$ cat config.mk
export PLATFORM = sky130hd
export DESIGN_NAME = fmp_float_control
export DESIGN_NICKNAME = d
export VERILOG_FILES = /design/src/fmp_pkg.sv /design/src/fmp_interval_timer.sv /design/src/fmp_spi_port.sv /design/src/fmp_float_control.sv
export SDC_FILE = /design/constraint.sdc
export NUM_CORES = 1
export LEC_CHECK = 0
export ABC_CLOCK_PERIOD_IN_PS = 6700
export BUFFER_PORTS_ARGS = -buffer_cell sky130_fd_sc_hd__buf_2
export CAP_MARGIN = 20
export CORE_ASPECT_RATIO = 1.2
export CORE_MARGIN = 2
export CORE_UTILIZATION = 40
export DETAILED_ROUTE_END_ITERATION = 7
export PLACE_DENSITY = 0.6
export SLEW_MARGIN = 25
export SYNTH_ARGS = -nofsm -noshare
export SYNTH_HDL_FRONTEND = slang
export SYNTH_SLANG_ARGS = --single-unit
$ cat constraint.sdc
create_clock -name mclk -period 6.7 [get_ports mclk]
set_input_delay 1.34 -clock mclk [delete_from_list [all_inputs] [get_ports mclk]]
set_output_delay 1.34 -clock mclk [all_outputs]
set_load 0.01 [all_outputs]
$ cat src/fmp_pkg.sv
// Register map, field layout, timing constants and carrier types of the float-mode pulse controller.
package fmp_pkg;

    // Clock and timing base.
    localparam int CLK_PERIOD_NS   = 20;
    localparam int NS_PER_US       = 1000;
    localparam int PULSE_STEP_US   = 1;
    localparam int PRECON_STEP_NS  = 2000;
    localparam int GAP_US          = 1;
    localparam int PULSE_STEP_CYC  = (PULSE_STEP_US * NS_PER_US) / CLK_PERIOD_NS;
    localparam int PRECON_STEP_CYC = PRECON_STEP_NS / CLK_PERIOD_NS;
    localparam int GAP_CYC         = (GAP_US * NS_PER_US) / CLK_PERIOD_NS;

    // Interval counter width; 31 preconditioning steps need 3100 cycles.
    localparam int                CNT_W   = 12;
    localparam logic [CNT_W-1:0] CNT_ONE = 12'h001;

    // Serial frame: 7 address bits, one write flag, 16 data bits.
    localparam int         ADDR_BITS      = 7;
    localparam int         DATA_BITS      = 16;
    localparam logic [4:0] CMD_LAST_BIT   = 5'h07;
    localparam logic [4:0] FRAME_LAST_BIT = 5'h17;

    // Register offsets.
    localparam logic [ADDR_BITS-1:0] ADDR_SIGN  = 7'h58;
    localparam logic [ADDR_BITS-1:0] ADDR_EN_B  = 7'h59;
    localparam logic [ADDR_BITS-1:0] ADDR_FIRE  = 7'h5a;
    localparam logic [ADDR_BITS-1:0] ADDR_EN_A  = 7'h5e;

    // Reset values.
    localparam logic [DATA_BITS-1:0] RST_SIGN   = 16'h0000;
    localparam logic [DATA_BITS-1:0] RST_EN     = 16'h0808;
    localparam logic [DATA_BITS-1:0] RST_FIRE   = 16'h0010;

    // Field positions.
    localparam int EN_MSB       = 14;
    localparam int EN_LSB       = 13;
    localparam int PRECON_MSB   = 12;
    localparam int PRECON_LSB   = 8;
    localparam int FIRE_A_LSB   = 8;
    localparam int FIRE_B_LSB   = 12;
    localparam int SIGN12_A_LSB = 1;
    localparam int SIGN12_B_LSB = 5;
    localparam int SIGN34_A_LSB = 8;
    localparam int SIGN34_B_LSB = 10;

    // Float enable codes; 1 and 2 are reserved and act as disabled.
    localparam logic [1:0] FLOAT_OFF = 2'h0;
    localparam logic [1:0] FLOAT_ON  = 2'h3;

    typedef enum logic [1:0] {SEQ_IDLE, SEQ_PRECON, SEQ_PULSE, SEQ_GAP} fmp_seq_state_t;

    // Per-slot settings taken from the register bank, with the width taken from the pulseWidth input.
    typedef struct packed {
        logic [1:0] enable;
        logic [4:0] precon;
        logic [3:0] fireMask;
        logic [1:0] sign12;
        logic [1:0] sign34;
        logic [4:0] width;
    } fmp_slot_cfg_t;

    // Per-slot sequence outputs.
    typedef struct packed {
        logic       ledOn;
        logic       sampleStrobe;
        logic       sampleSubtract;
        logic [1:0] pulsePos;
        logic       busy;
    } fmp_seq_out_t;

endpackage

$ cat src/fmp_interval_timer.sv
// Loadable down-counter that times one phase of a slot sequence.
`timescale 1ns/1ps
module fmp_interval_timer
    import fmp_pkg::*;
(
    input  wire logic             mclk,
    input  wire logic             rstN,
    input  wire logic             load,
    input  wire logic [CNT_W-1:0] loadValue,
    output logic                  done
);
    logic [CNT_W-1:0] cnt_q;

    // Done marks the last cycle of a phase loaded with the same value.
    assign done = (cnt_q == CNT_ONE);

    // The counter parks at zero so an unloaded timer never reports done.
    always_ff @(posedge mclk or negedge rstN)
    begin
        if (!rstN)
            cnt_q <= '0;
        else if (load)
            cnt_q <= loadValue;
        else if (cnt_q != '0)
            cnt_q <= CNT_W'(cnt_q - CNT_ONE);
    end
endmodule

$ cat src/fmp_spi_port.sv
// Serial configuration port: synchronises the pins and turns frames into register reads and writes.
`timescale 1ns/1ps
module fmp_spi_port
    import fmp_pkg::*;
(
    input  wire logic                 mclk,
    input  wire logic                 rstN,
    input  wire logic                 sclkPin,
    input  wire logic                 csPinN,
    input  wire logic                 mosiPin,
    output logic                      miso,
    output logic                      misoOe,
    output logic [ADDR_BITS-1:0]      regAddr,
    output logic                      regWrite,
    output logic [DATA_BITS-1:0]      regWdata,
    input  wire logic [DATA_BITS-1:0] regRdata
);
    logic [2:0]           pinMeta_q;
    logic [2:0]           pinSync_q;
    logic                 sclkPrev_q;
    logic [4:0]           bitCnt_q;
    logic [DATA_BITS-1:0] shiftIn_q;
    logic [DATA_BITS-1:0] shiftOut_q;
    logic                 isWrite_q;
    logic                 loadRd_q;

    // Edges are found on the second synchroniser stage only.
    wire sclkSync  = pinSync_q[2];
    wire csActive  = !pinSync_q[1];
    wire mosiSync  = pinSync_q[0];
    wire sclkRise  = csActive && sclkSync && !sclkPrev_q;
    wire sclkFall  = csActive && !sclkSync && sclkPrev_q;
    wire cmdDone   = sclkRise && (bitCnt_q == CMD_LAST_BIT);
    wire dataDone  = sclkRise && (bitCnt_q == FRAME_LAST_BIT) && isWrite_q;
    wire readPhase = csActive && !isWrite_q && (bitCnt_q > CMD_LAST_BIT);

    // Read data is fetched one cycle after the command byte, long before the next falling edge.
    always_ff @(posedge mclk or negedge rstN)
    begin
        if (!rstN)
        begin
            pinMeta_q  <= 3'h2;
            pinSync_q  <= 3'h2;
            sclkPrev_q <= 1'h0;
            bitCnt_q   <= '0;
            shiftIn_q  <= '0;
            shiftOut_q <= '0;
            isWrite_q  <= 1'h0;
            loadRd_q   <= 1'h0;
            regAddr    <= '0;
            regWrite   <= 1'h0;
            regWdata   <= '0;
            miso       <= 1'h0;
            misoOe     <= 1'h0;
        end
        else
        begin
            pinMeta_q  <= {sclkPin, csPinN, mosiPin};
            pinSync_q  <= pinMeta_q;
            sclkPrev_q <= sclkSync;
            loadRd_q   <= cmdDone && !mosiSync;
            regWrite   <= dataDone;
            misoOe     <= readPhase;
            if (!csActive)
                bitCnt_q <= '0;
            else if (sclkRise)
            begin
                bitCnt_q  <= 5'(bitCnt_q + 5'h01);
                shiftIn_q <= {shiftIn_q[DATA_BITS-2:0], mosiSync};
            end
            if (cmdDone)
            begin
                regAddr   <= shiftIn_q[ADDR_BITS-1:0];
                isWrite_q <= mosiSync;
            end
            if (dataDone)
                regWdata <= {shiftIn_q[DATA_BITS-2:0], mosiSync};
            if (loadRd_q)
                shiftOut_q <= regRdata;
            else if (sclkFall && readPhase)
            begin
                miso       <= shiftOut_q[DATA_BITS-1];
                shiftOut_q <= {shiftOut_q[DATA_BITS-2:0], 1'h0};
            end
        end
    end
endmodule

$ cat src/fmp_float_control.sv
// Float-mode register bank and per-slot pulse sequencers with serial register access.
//
// Overview of operation
// - Slot A sample 1/2 sign code 00 adds both, 01 subtracts the second, 10 the first, 11 both.
// - The slot A sample 1/2 sign code repeats for every group of four pulses in a longer sequence.
// - Slot B float enable code 3 turns float mode on, 0 turns it off, and 1 or 2 are reserved.
// - Slot A float enable code 3 turns float mode on, 0 turns it off, and it resets to 0.
// - Slot B has a 5-bit preconditioning delay before the first float interval, reset to 0x08.
// - Slot A has a 5-bit preconditioning delay before the first float interval, reset to 0x08.
// - Slot B fire-mask bits 12 to 15 map to pulses one to four of a group, 0 fires and 1 masks.
// - Slot A fire-mask bits 8 to 11 map to pulses one to four of a group, 0 fires and 1 masks.
// - Each slot's sample 3/4 sign code selects add or subtract for the third and fourth samples.
// - Each slot's float pulse width counts in steps of one microsecond.
`timescale 1ns/1ps
module fmp_float_control
    import fmp_pkg::*;
#(
    parameter int COUNT_W = 8
)
(
    input  wire logic               mclk,
    input  wire logic               resetn,
    input  wire logic               spiSclk,
    input  wire logic               spiCsN,
    input  wire logic               spiMosi,
    output logic                    spiMiso,
    output logic                    spiMisoOe,
    input  wire logic [1:0]         slotStart,
    input  wire logic [COUNT_W-1:0] pulseCount [2],
    input  wire logic [4:0]         pulseWidth [2],
    output fmp_seq_out_t            seqOut [2]
);
    logic                 rstMeta_q;
    logic                 rstSyncN;
    logic [ADDR_BITS-1:0] regAddr;
    logic                 regWrite;
    logic [DATA_BITS-1:0] regWdata;
    logic [DATA_BITS-1:0] regRdata;
    logic [DATA_BITS-1:0] regSign_q;
    logic [DATA_BITS-1:0] regEnA_q;
    logic [DATA_BITS-1:0] regEnB_q;
    logic [DATA_BITS-1:0] regFire_q;
    logic [3:0]           fireSeenA_q;
    logic [3:0]           fireSeenB_q;
    fmp_slot_cfg_t        slotCfg [2];

    // Reset is asserted at once and released through two flops to avoid a ragged release.
    always_ff @(posedge mclk or negedge resetn)
    begin
        if (!resetn)
        begin
            rstMeta_q <= 1'h0;
            rstSyncN  <= 1'h0;
        end
        else
        begin
            rstMeta_q <= 1'h1;
            rstSyncN  <= rstMeta_q;
        end
    end

    fmp_spi_port u_port (
        .mclk     (mclk),
        .rstN     (rstSyncN),
        .sclkPin  (spiSclk),
        .csPinN   (spiCsN),
        .mosiPin  (spiMosi),
        .miso     (spiMiso),
        .misoOe   (spiMisoOe),
        .regAddr  (regAddr),
        .regWrite (regWrite),
        .regWdata (regWdata),
        .regRdata (regRdata)
    );

    // Address decode; every bit of a mapped register reads back, unmapped offsets read zero.
    wire hitSign = (regAddr == ADDR_SIGN);
    wire hitEnB  = (regAddr == ADDR_EN_B);
    wire hitFire = (regAddr == ADDR_FIRE);
    wire hitEnA  = (regAddr == ADDR_EN_A);
    assign regRdata = hitSign ? regSign_q :
                      hitEnB  ? regEnB_q  :
                      hitFire ? regFire_q :
                      hitEnA  ? regEnA_q  : '0;

    // Register storage; reserved bits keep what software writes, which it keeps at their defaults.
    always_ff @(posedge mclk or negedge rstSyncN)
    begin
        if (!rstSyncN)
        begin
            regSign_q <= RST_SIGN;
            regEnA_q  <= RST_EN;
            regEnB_q  <= RST_EN;
            regFire_q <= RST_FIRE;
        end
        else if (regWrite)
        begin
            if (hitSign)
                regSign_q <= regWdata;
            if (hitEnA)
                regEnA_q <= regWdata;
            if (hitEnB)
                regEnB_q <= regWdata;
            if (hitFire)
                regFire_q <= regWdata;
        end
    end

    // Field extraction into the per-slot settings, slot A at index 0 and slot B at index 1.
    assign slotCfg[0] = {regEnA_q[EN_MSB:EN_LSB],
                         regEnA_q[PRECON_MSB:PRECON_LSB],
                         regFire_q[FIRE_A_LSB +: 4],
                         regSign_q[SIGN12_A_LSB +: 2],
                         regSign_q[SIGN34_A_LSB +: 2],
                         pulseWidth[0]};
    assign slotCfg[1] = {regEnB_q[EN_MSB:EN_LSB],
                         regEnB_q[PRECON_MSB:PRECON_LSB],
                         regFire_q[FIRE_B_LSB +: 4],
                         regSign_q[SIGN12_B_LSB +: 2],
                         regSign_q[SIGN34_B_LSB +: 2],
                         pulseWidth[1]};

    // One sequencer per slot; both slots share the same timing and sign behaviour.
    for (genvar s = 0; s < 2; s++)
    begin : g_slot
        fmp_seq_state_t     state_q;
        fmp_seq_state_t     state_d;
        logic [COUNT_W-1:0] idx_q;
        logic [COUNT_W-1:0] idx_d;
        fmp_seq_out_t       out_d;
        logic               timerLoad;
        logic [CNT_W-1:0]   timerValue;
        logic               timerDone;
        logic [3:0]         signSeen_q;
        logic [1:0]         enSeen_q;
        logic [1:0]         strobeCnt_q;
        logic [CNT_W-1:0]   phaseCyc_q;

        // Only code 3 enables; the reserved codes behave as off.
        wire floatOn = (slotCfg[s].enable == FLOAT_ON);
        wire [CNT_W-1:0] preconLoad = (slotCfg[s].precon == '0) ? CNT_ONE :
                                      CNT_W'(slotCfg[s].precon * PRECON_STEP_CYC);
        wire [CNT_W-1:0] widthLoad = (slotCfg[s].width == '0) ? CNT_ONE :
                                     CNT_W'(slotCfg[s].width * PULSE_STEP_CYC);
        wire [CNT_W-1:0] gapLoad = CNT_W'(GAP_CYC);
        wire lastPulse = (COUNT_W'(idx_q + 1'h1) == pulseCount[s]);
        // Pulse position wraps every four pulses, so sign and mask repeat per group.
        wire [1:0] groupPos = idx_d[1:0];
        // Subtract flags by position: sample 1, 2 from the first code, 3, 4 from the second.
        wire [3:0] subtractAt = {slotCfg[s].sign34[0], slotCfg[s].sign34[1],
                                 slotCfg[s].sign12[0], slotCfg[s].sign12[1]};

        fmp_interval_timer u_timer (
            .mclk      (mclk),
            .rstN      (rstSyncN),
            .load      (timerLoad),
            .loadValue (timerValue),
            .done      (timerDone)
        );

        // Sequence: preconditioning delay, then pulse and gap phases for each pulse.
        always_comb
        begin
            state_d    = state_q;
            idx_d      = idx_q;
            timerLoad  = 1'h0;
            timerValue = widthLoad;
            case (state_q)
                SEQ_IDLE:
                    if (slotStart[s] && floatOn && pulseCount[s] != '0)
                    begin
                        state_d    = SEQ_PRECON;
                        idx_d      = '0;
                        timerLoad  = 1'h1;
                        timerValue = preconLoad;
                    end
                SEQ_PRECON:
                    if (timerDone)
                    begin
                        state_d   = SEQ_PULSE;
                        timerLoad = 1'h1;
                    end
                SEQ_PULSE:
                    if (timerDone)
                    begin
                        state_d    = SEQ_GAP;
                        timerLoad  = 1'h1;
                        timerValue = gapLoad;
                    end
                SEQ_GAP:
                    if (timerDone)
                    begin
                        if (lastPulse)
                            state_d = SEQ_IDLE;
                        else
                        begin
                            state_d   = SEQ_PULSE;
                            idx_d     = COUNT_W'(idx_q + 1'h1);
                            timerLoad = 1'h1;
                        end
                    end
                default:
                    state_d = SEQ_IDLE;
            endcase
            // Clearing the enable abandons a running sequence at once.
            if (!floatOn)
                state_d = SEQ_IDLE;
        end

        // Output image of the next state, so every output comes from a flop.
        assign out_d.ledOn          = (state_d == SEQ_PULSE) && !slotCfg[s].fireMask[groupPos];
        assign out_d.sampleStrobe   = (state_q == SEQ_PULSE) && (state_d == SEQ_GAP);
        assign out_d.sampleSubtract = subtractAt[groupPos];
        assign out_d.pulsePos       = groupPos;
        assign out_d.busy           = (state_d != SEQ_IDLE);

        always_ff @(posedge mclk or negedge rstSyncN)
        begin
            if (!rstSyncN)
            begin
                state_q   <= SEQ_IDLE;
                idx_q     <= '0;
                seqOut[s] <= '0;
            end
            else
            begin
                state_q   <= state_d;
                idx_q     <= idx_d;
                seqOut[s] <= out_d;
            end
        end

        // Checking aids: delayed settings, strobe count since start, cycles spent in a phase.
        always_ff @(posedge mclk or negedge rstSyncN)
        begin
            if (!rstSyncN)
            begin
                signSeen_q  <= '0;
                enSeen_q    <= FLOAT_OFF;
                strobeCnt_q <= '0;
                phaseCyc_q  <= '0;
            end
            else
            begin
                signSeen_q  <= {slotCfg[s].sign34, slotCfg[s].sign12};
                enSeen_q    <= slotCfg[s].enable;
                phaseCyc_q  <= (state_d != state_q) ? '0 : CNT_W'(phaseCyc_q + CNT_ONE);
                if (state_q == SEQ_IDLE && state_d == SEQ_PRECON)
                    strobeCnt_q <= '0;
                else if (seqOut[s].sampleStrobe)
                    strobeCnt_q <= 2'(strobeCnt_q + 2'h1);
            end
        end

        a_sign_pair12: assert property (@(posedge mclk) disable iff (!rstSyncN)
            seqOut[s].sampleStrobe && !seqOut[s].pulsePos[1]
                |-> seqOut[s].sampleSubtract == signSeen_q[{1'b0, !seqOut[s].pulsePos[0]}])
            else $error("Sample 1/2 sign does not follow its code.");
        a_sign_pair34: assert property (@(posedge mclk) disable iff (!rstSyncN)
            seqOut[s].sampleStrobe && seqOut[s].pulsePos[1]
                |-> seqOut[s].sampleSubtract == signSeen_q[{1'b1, !seqOut[s].pulsePos[0]}])
            else $error("Sample 3/4 sign does not follow its code.");
        a_group_wrap_pos: assert property (@(posedge mclk) disable iff (!rstSyncN)
            seqOut[s].sampleStrobe |-> seqOut[s].pulsePos == strobeCnt_q)
            else $error("Pulse position does not wrap every four samples.");
        a_precon_time: assert property (@(posedge mclk) disable iff (!rstSyncN)
            state_q == SEQ_PRECON && state_d == SEQ_PULSE |-> CNT_W'(phaseCyc_q + CNT_ONE) == preconLoad)
            else $error("Preconditioning delay has the wrong length.");
        a_pulse_width: assert property (@(posedge mclk) disable iff (!rstSyncN)
            state_q == SEQ_PULSE && state_d == SEQ_GAP |-> CNT_W'(phaseCyc_q + CNT_ONE) == widthLoad)
            else $error("LED pulse has the wrong width.");
        a_disabled_idle: assert property (@(posedge mclk) disable iff (!rstSyncN)
            !floatOn |=> !seqOut[s].busy && !seqOut[s].ledOn ##1 !seqOut[s].sampleStrobe || floatOn)
            else $error("Disabled slot still sequences.");
        a_enable_code: assert property (@(posedge mclk) disable iff (!rstSyncN)
            $rose(seqOut[s].busy) |-> enSeen_q == FLOAT_ON && $past(slotStart[s]))
            else $error("Sequence started without enable code 3.");
    end

    // Register copies of the fire masks, tying the LED to the documented bit positions.
    always_ff @(posedge mclk or negedge rstSyncN)
    begin
        if (!rstSyncN)
        begin
            fireSeenA_q <= '0;
            fireSeenB_q <= '0;
        end
        else
        begin
            fireSeenA_q <= regFire_q[FIRE_A_LSB +: 4];
            fireSeenB_q <= regFire_q[FIRE_B_LSB +: 4];
        end
    end

    a_fire_map_a: assert property (@(posedge mclk) disable iff (!rstSyncN)
        seqOut[0].ledOn |-> !fireSeenA_q[seqOut[0].pulsePos])
        else $error("Slot A fired a masked pulse.");
    a_fire_map_b: assert property (@(posedge mclk) disable iff (!rstSyncN)
        seqOut[1].ledOn |-> !fireSeenB_q[seqOut[1].pulsePos])
        else $error("Slot B fired a masked pulse.");
    a_reset_defaults: assert property (@(posedge mclk) disable iff (!rstSyncN)
        $rose(rstSyncN) |-> regEnA_q == RST_EN && regEnB_q == RST_EN && regFire_q == RST_FIRE)
        else $error("Registers did not come out of reset at their defaults.");
endmodule

==> results.yml <==
synth:
  synth.most_common_cell: "dfrtp_1"
  synth_top_family_by_area: "multiplexers"
  synth-seq-area-share: 0.427
  synth_edf_count: 0
  synth_seq_cells: 189
  synth_compound_area_frac: 0.115
  ys_async_sr_fraction: 1.00
  synth_adder_area_share: 0.110
  syn-num-nets: 1177
  synth_area_leaders: "dfrtp_1 (41%), ha_1 (10%), mux2_2 (9.9%)"
  synthMuxAreaShare: 0.135
  post-synth-top-area-cell: "dfrtp_1"
  ys_warn_count: 0
  syn_avg_cell_area_sq_um: 10.6
  yosys.area.top_type_share: 0.410
  synthSimpleGateAreaFrac: 0.130
  synth.cells.most_frequent: "dfrtp_1 (182), mux2_2 (98), ha_1 (91)"
  synth-main-ff-cell: "dfrtp_1"
  synthXorXnorAreaFrac: 0.0489
  ys_types: 80
  netlist_area_sq_um: 11100
  synthCells: 1049
detailed_routing:
  drt_iter0_drc: 409
  antenna_left: 0
  drcViolationCount: 0
  first_pass_iters: 5
  drt-wirelength-per-cell_um: 16.0
  via_per_inst: 5.44
  finalWirelength_mm: 22.8
  via_count: 7757
floorplanning:
  die_h_um: 187
  rows: 66
  io_pins: 47
  die_w_um: 156
  initial_core_util: 0.409
  die-area_sq_um: 29100
  coreArea_sq_um: 27200
cts:
  root_buffer: "clkbuf_16"
  clk_path_buf_depth: 2
  cts_resized: 0
  path_clk_slew_ps: 80
  cts_tree: "built"
  post_cts_buffers: 0
  clock_sinks: 189
  hold_buffers: 0
  clkLatencyLatePin_ps: 440
  cts_buffers: 17
  cts_htree_levels: 4
worst_setup_path:
  crit_chain: "buf_2, xnor2_1, nor4_1, a311oi_4, o21bai_1, or4b_4, or4_1, nand2_1"
  crit_fanout: 11
  worstPathRequired_ps: 7070
  critical-path-max-stage-delay_ps: 600
  r2r_slack_ps: 3350
  crit_path_end_kind: "flop"
  start_kind: "input port"
  crit_slowest_cell: "or4b_4"
  path_class: "input port to flop"
  cp.arrival_ps: 3750
placement:
  gp_congestion: 0.858
  place_area_sq_um: 11600
  dp_hpwl_mm: 16.2
  portBuffers: 46
cells_and_area:
  fin_nets: 1201
  drive_above_1_share: 0.197
  area_growth_syn_to_layout_pct: 10.3
  antenna_cells: 0
  fin_area_sq_um: 12200
global_route:
  grt_overflow_total: 0
  grt_pass1_vias: 7659
  grt_usage: 0.164
  grt_pass1_wl_mm: 38.8
  grt_max_degree: 141
  antenna_found_initial: 0
timing:
  max_freq_mhz: 297
  grt_setup_unrepaired: "false"
  setup_tns_ps: 0
  slew_headroom: 0.333
  finClkSkew_ps: 13.3
  hold_slack_ps: 351
  hold_viol: 0
  fin_crit_ps: 3370
  worst_slew_pin_slew_ps: 997
  setup_viol: 0
  timing.final.crit_share: 0.503
  drv_slew: 0
power_and_ir_drop:
  pwr-share-clk: 0.397
  irDropWorstVdd_mv: 0.120
  p_seq_frac: 0.495
  p_per_area_nw_per_um2: 209
  p_leak_nw: 5.92
  p_int_mw: 1.84
  switching_share: 0.281
  pwr-share-comb: 0.108
  switchingPower_mw: 0.719
outcome:
  status: "finished, final reports clean"
min_path:
  min_path_type: "flop to async pin"
flow_run:
  cap_violations: 0
## worst max-delay path: cells and delay by family
kind                      cells  cell delay (ps)
and+or+nand+nor               4             1230
AOI/OAI and AO/OA             2              700
xor gates and xnor gates      1              360
buffers and inverters         1              110
## cells in the final DEF (no fill, tap or decap), types with 13 or more instances in the layout
master	instances
dfrtp_1	181
mux2_2	98
ha_1	91
nand2_1	84
nor2_1	73
o21ai_0	55
inv_1	47
buf_2	46
a21oi_1	40
mux2i_1	37
xnor2_1	36
xor2_1	26
nand2b_1	23
clkbuf_16	17
nand3_1	15
a22oi_1	14
a222oi_1	13
## power groups by stage
stage | logic, mW | registers, mW | clock network [mW]
finish | 0.275 | 1.27 | 1.02
global route | 0.317 | 1.28 | 1.09
CTS | 0.281 | 1.27 | 1.04
detailed placement | 0.278 | 1.29 | 0
global placement | 0.274 | 1.29 | 0
floorplan | 0.207 | 1.28 | 0
## cell type report
| type | instances | area [sq um] |
|---|---|---|
| Sequential cell | 189 | 4740 |
| Timing Repair Buffer | 54 | 303 |
| Multi-Input combinational cell | 764 | 6000 |
| Clock buffer | 17 | 425 |
| Clock inverter | 15 | 171 |
| Tap cell | 340 | 425 |
| Fill cell | 2551 | 14900 |
| Inverter | 47 | 176 |
## path summary, 6_finish.rpt
path | startpoint | to | cells after the start
hold reg to reg | rstSyncN | u_port.misoOe | 0
setup / recovery | pulseCount[7] | g_slot[1].idx_q[6] | 8
hold / removal | rstSyncN | u_port.misoOe | 0
min in group mclk | u_port.pinMeta_q[0] | u_port.pinSync_q[0] | 0
max in group asynchronous | rstSyncN | g_slot[0].u_timer.cnt_q[5] | 1
setup reg to reg | seqOut[1] | g_slot[1].idx_q[6] | 9
## through the flow
stage | power, mW | setup slack [ps] | utilization | std cells
floorplan | 1.49 | 1060 | - | 1049
detailed placement | 1.57 | 2910 | 0.429 | 1394
CTS | 2.59 | 3350 | 0.451 | 1426
finish | 2.56 | 3330 | 0.451 | 1426
global route | 2.69 | 3130 | 0.451 | 1426
global placement | 1.56 | 2940 | 0.429 | 1394
## metal layers
metal	routed length, um	track usage	vias up
li1	-	-	3798
met1	10700	0.220	3818
met2	11200	0.271	115
met3	633	0.0267	26
met4	319	0.0498	0
met5	0	0	-
## state kept, by name (all words and copies together) (netlist names), 5 cells and up
name,count
g_slot.u_timer.cnt_q,24
regEnA_q,16
regEnB_q,16
regFire_q,16
regSign_q,16
u_port.regWdata,16
u_port.shiftOut_q,16
u_port.shiftIn_q,15
g_slot.idx_q,14
seqOut,10
u_port.regAddr,7
u_port.bitCnt_q,5
## logic make-up after synthesis
kind of cell / after synthesis
buffers and inverters: 96
AOI/OAI and AO/OA: 186
xor gates and xnor gates: 62
adders and majority gates: 95
other: 1
and+or+nand+nor: 283
muxes: 137
DFF: 189
Note: power is estimated with default switching activity, not from simulation.
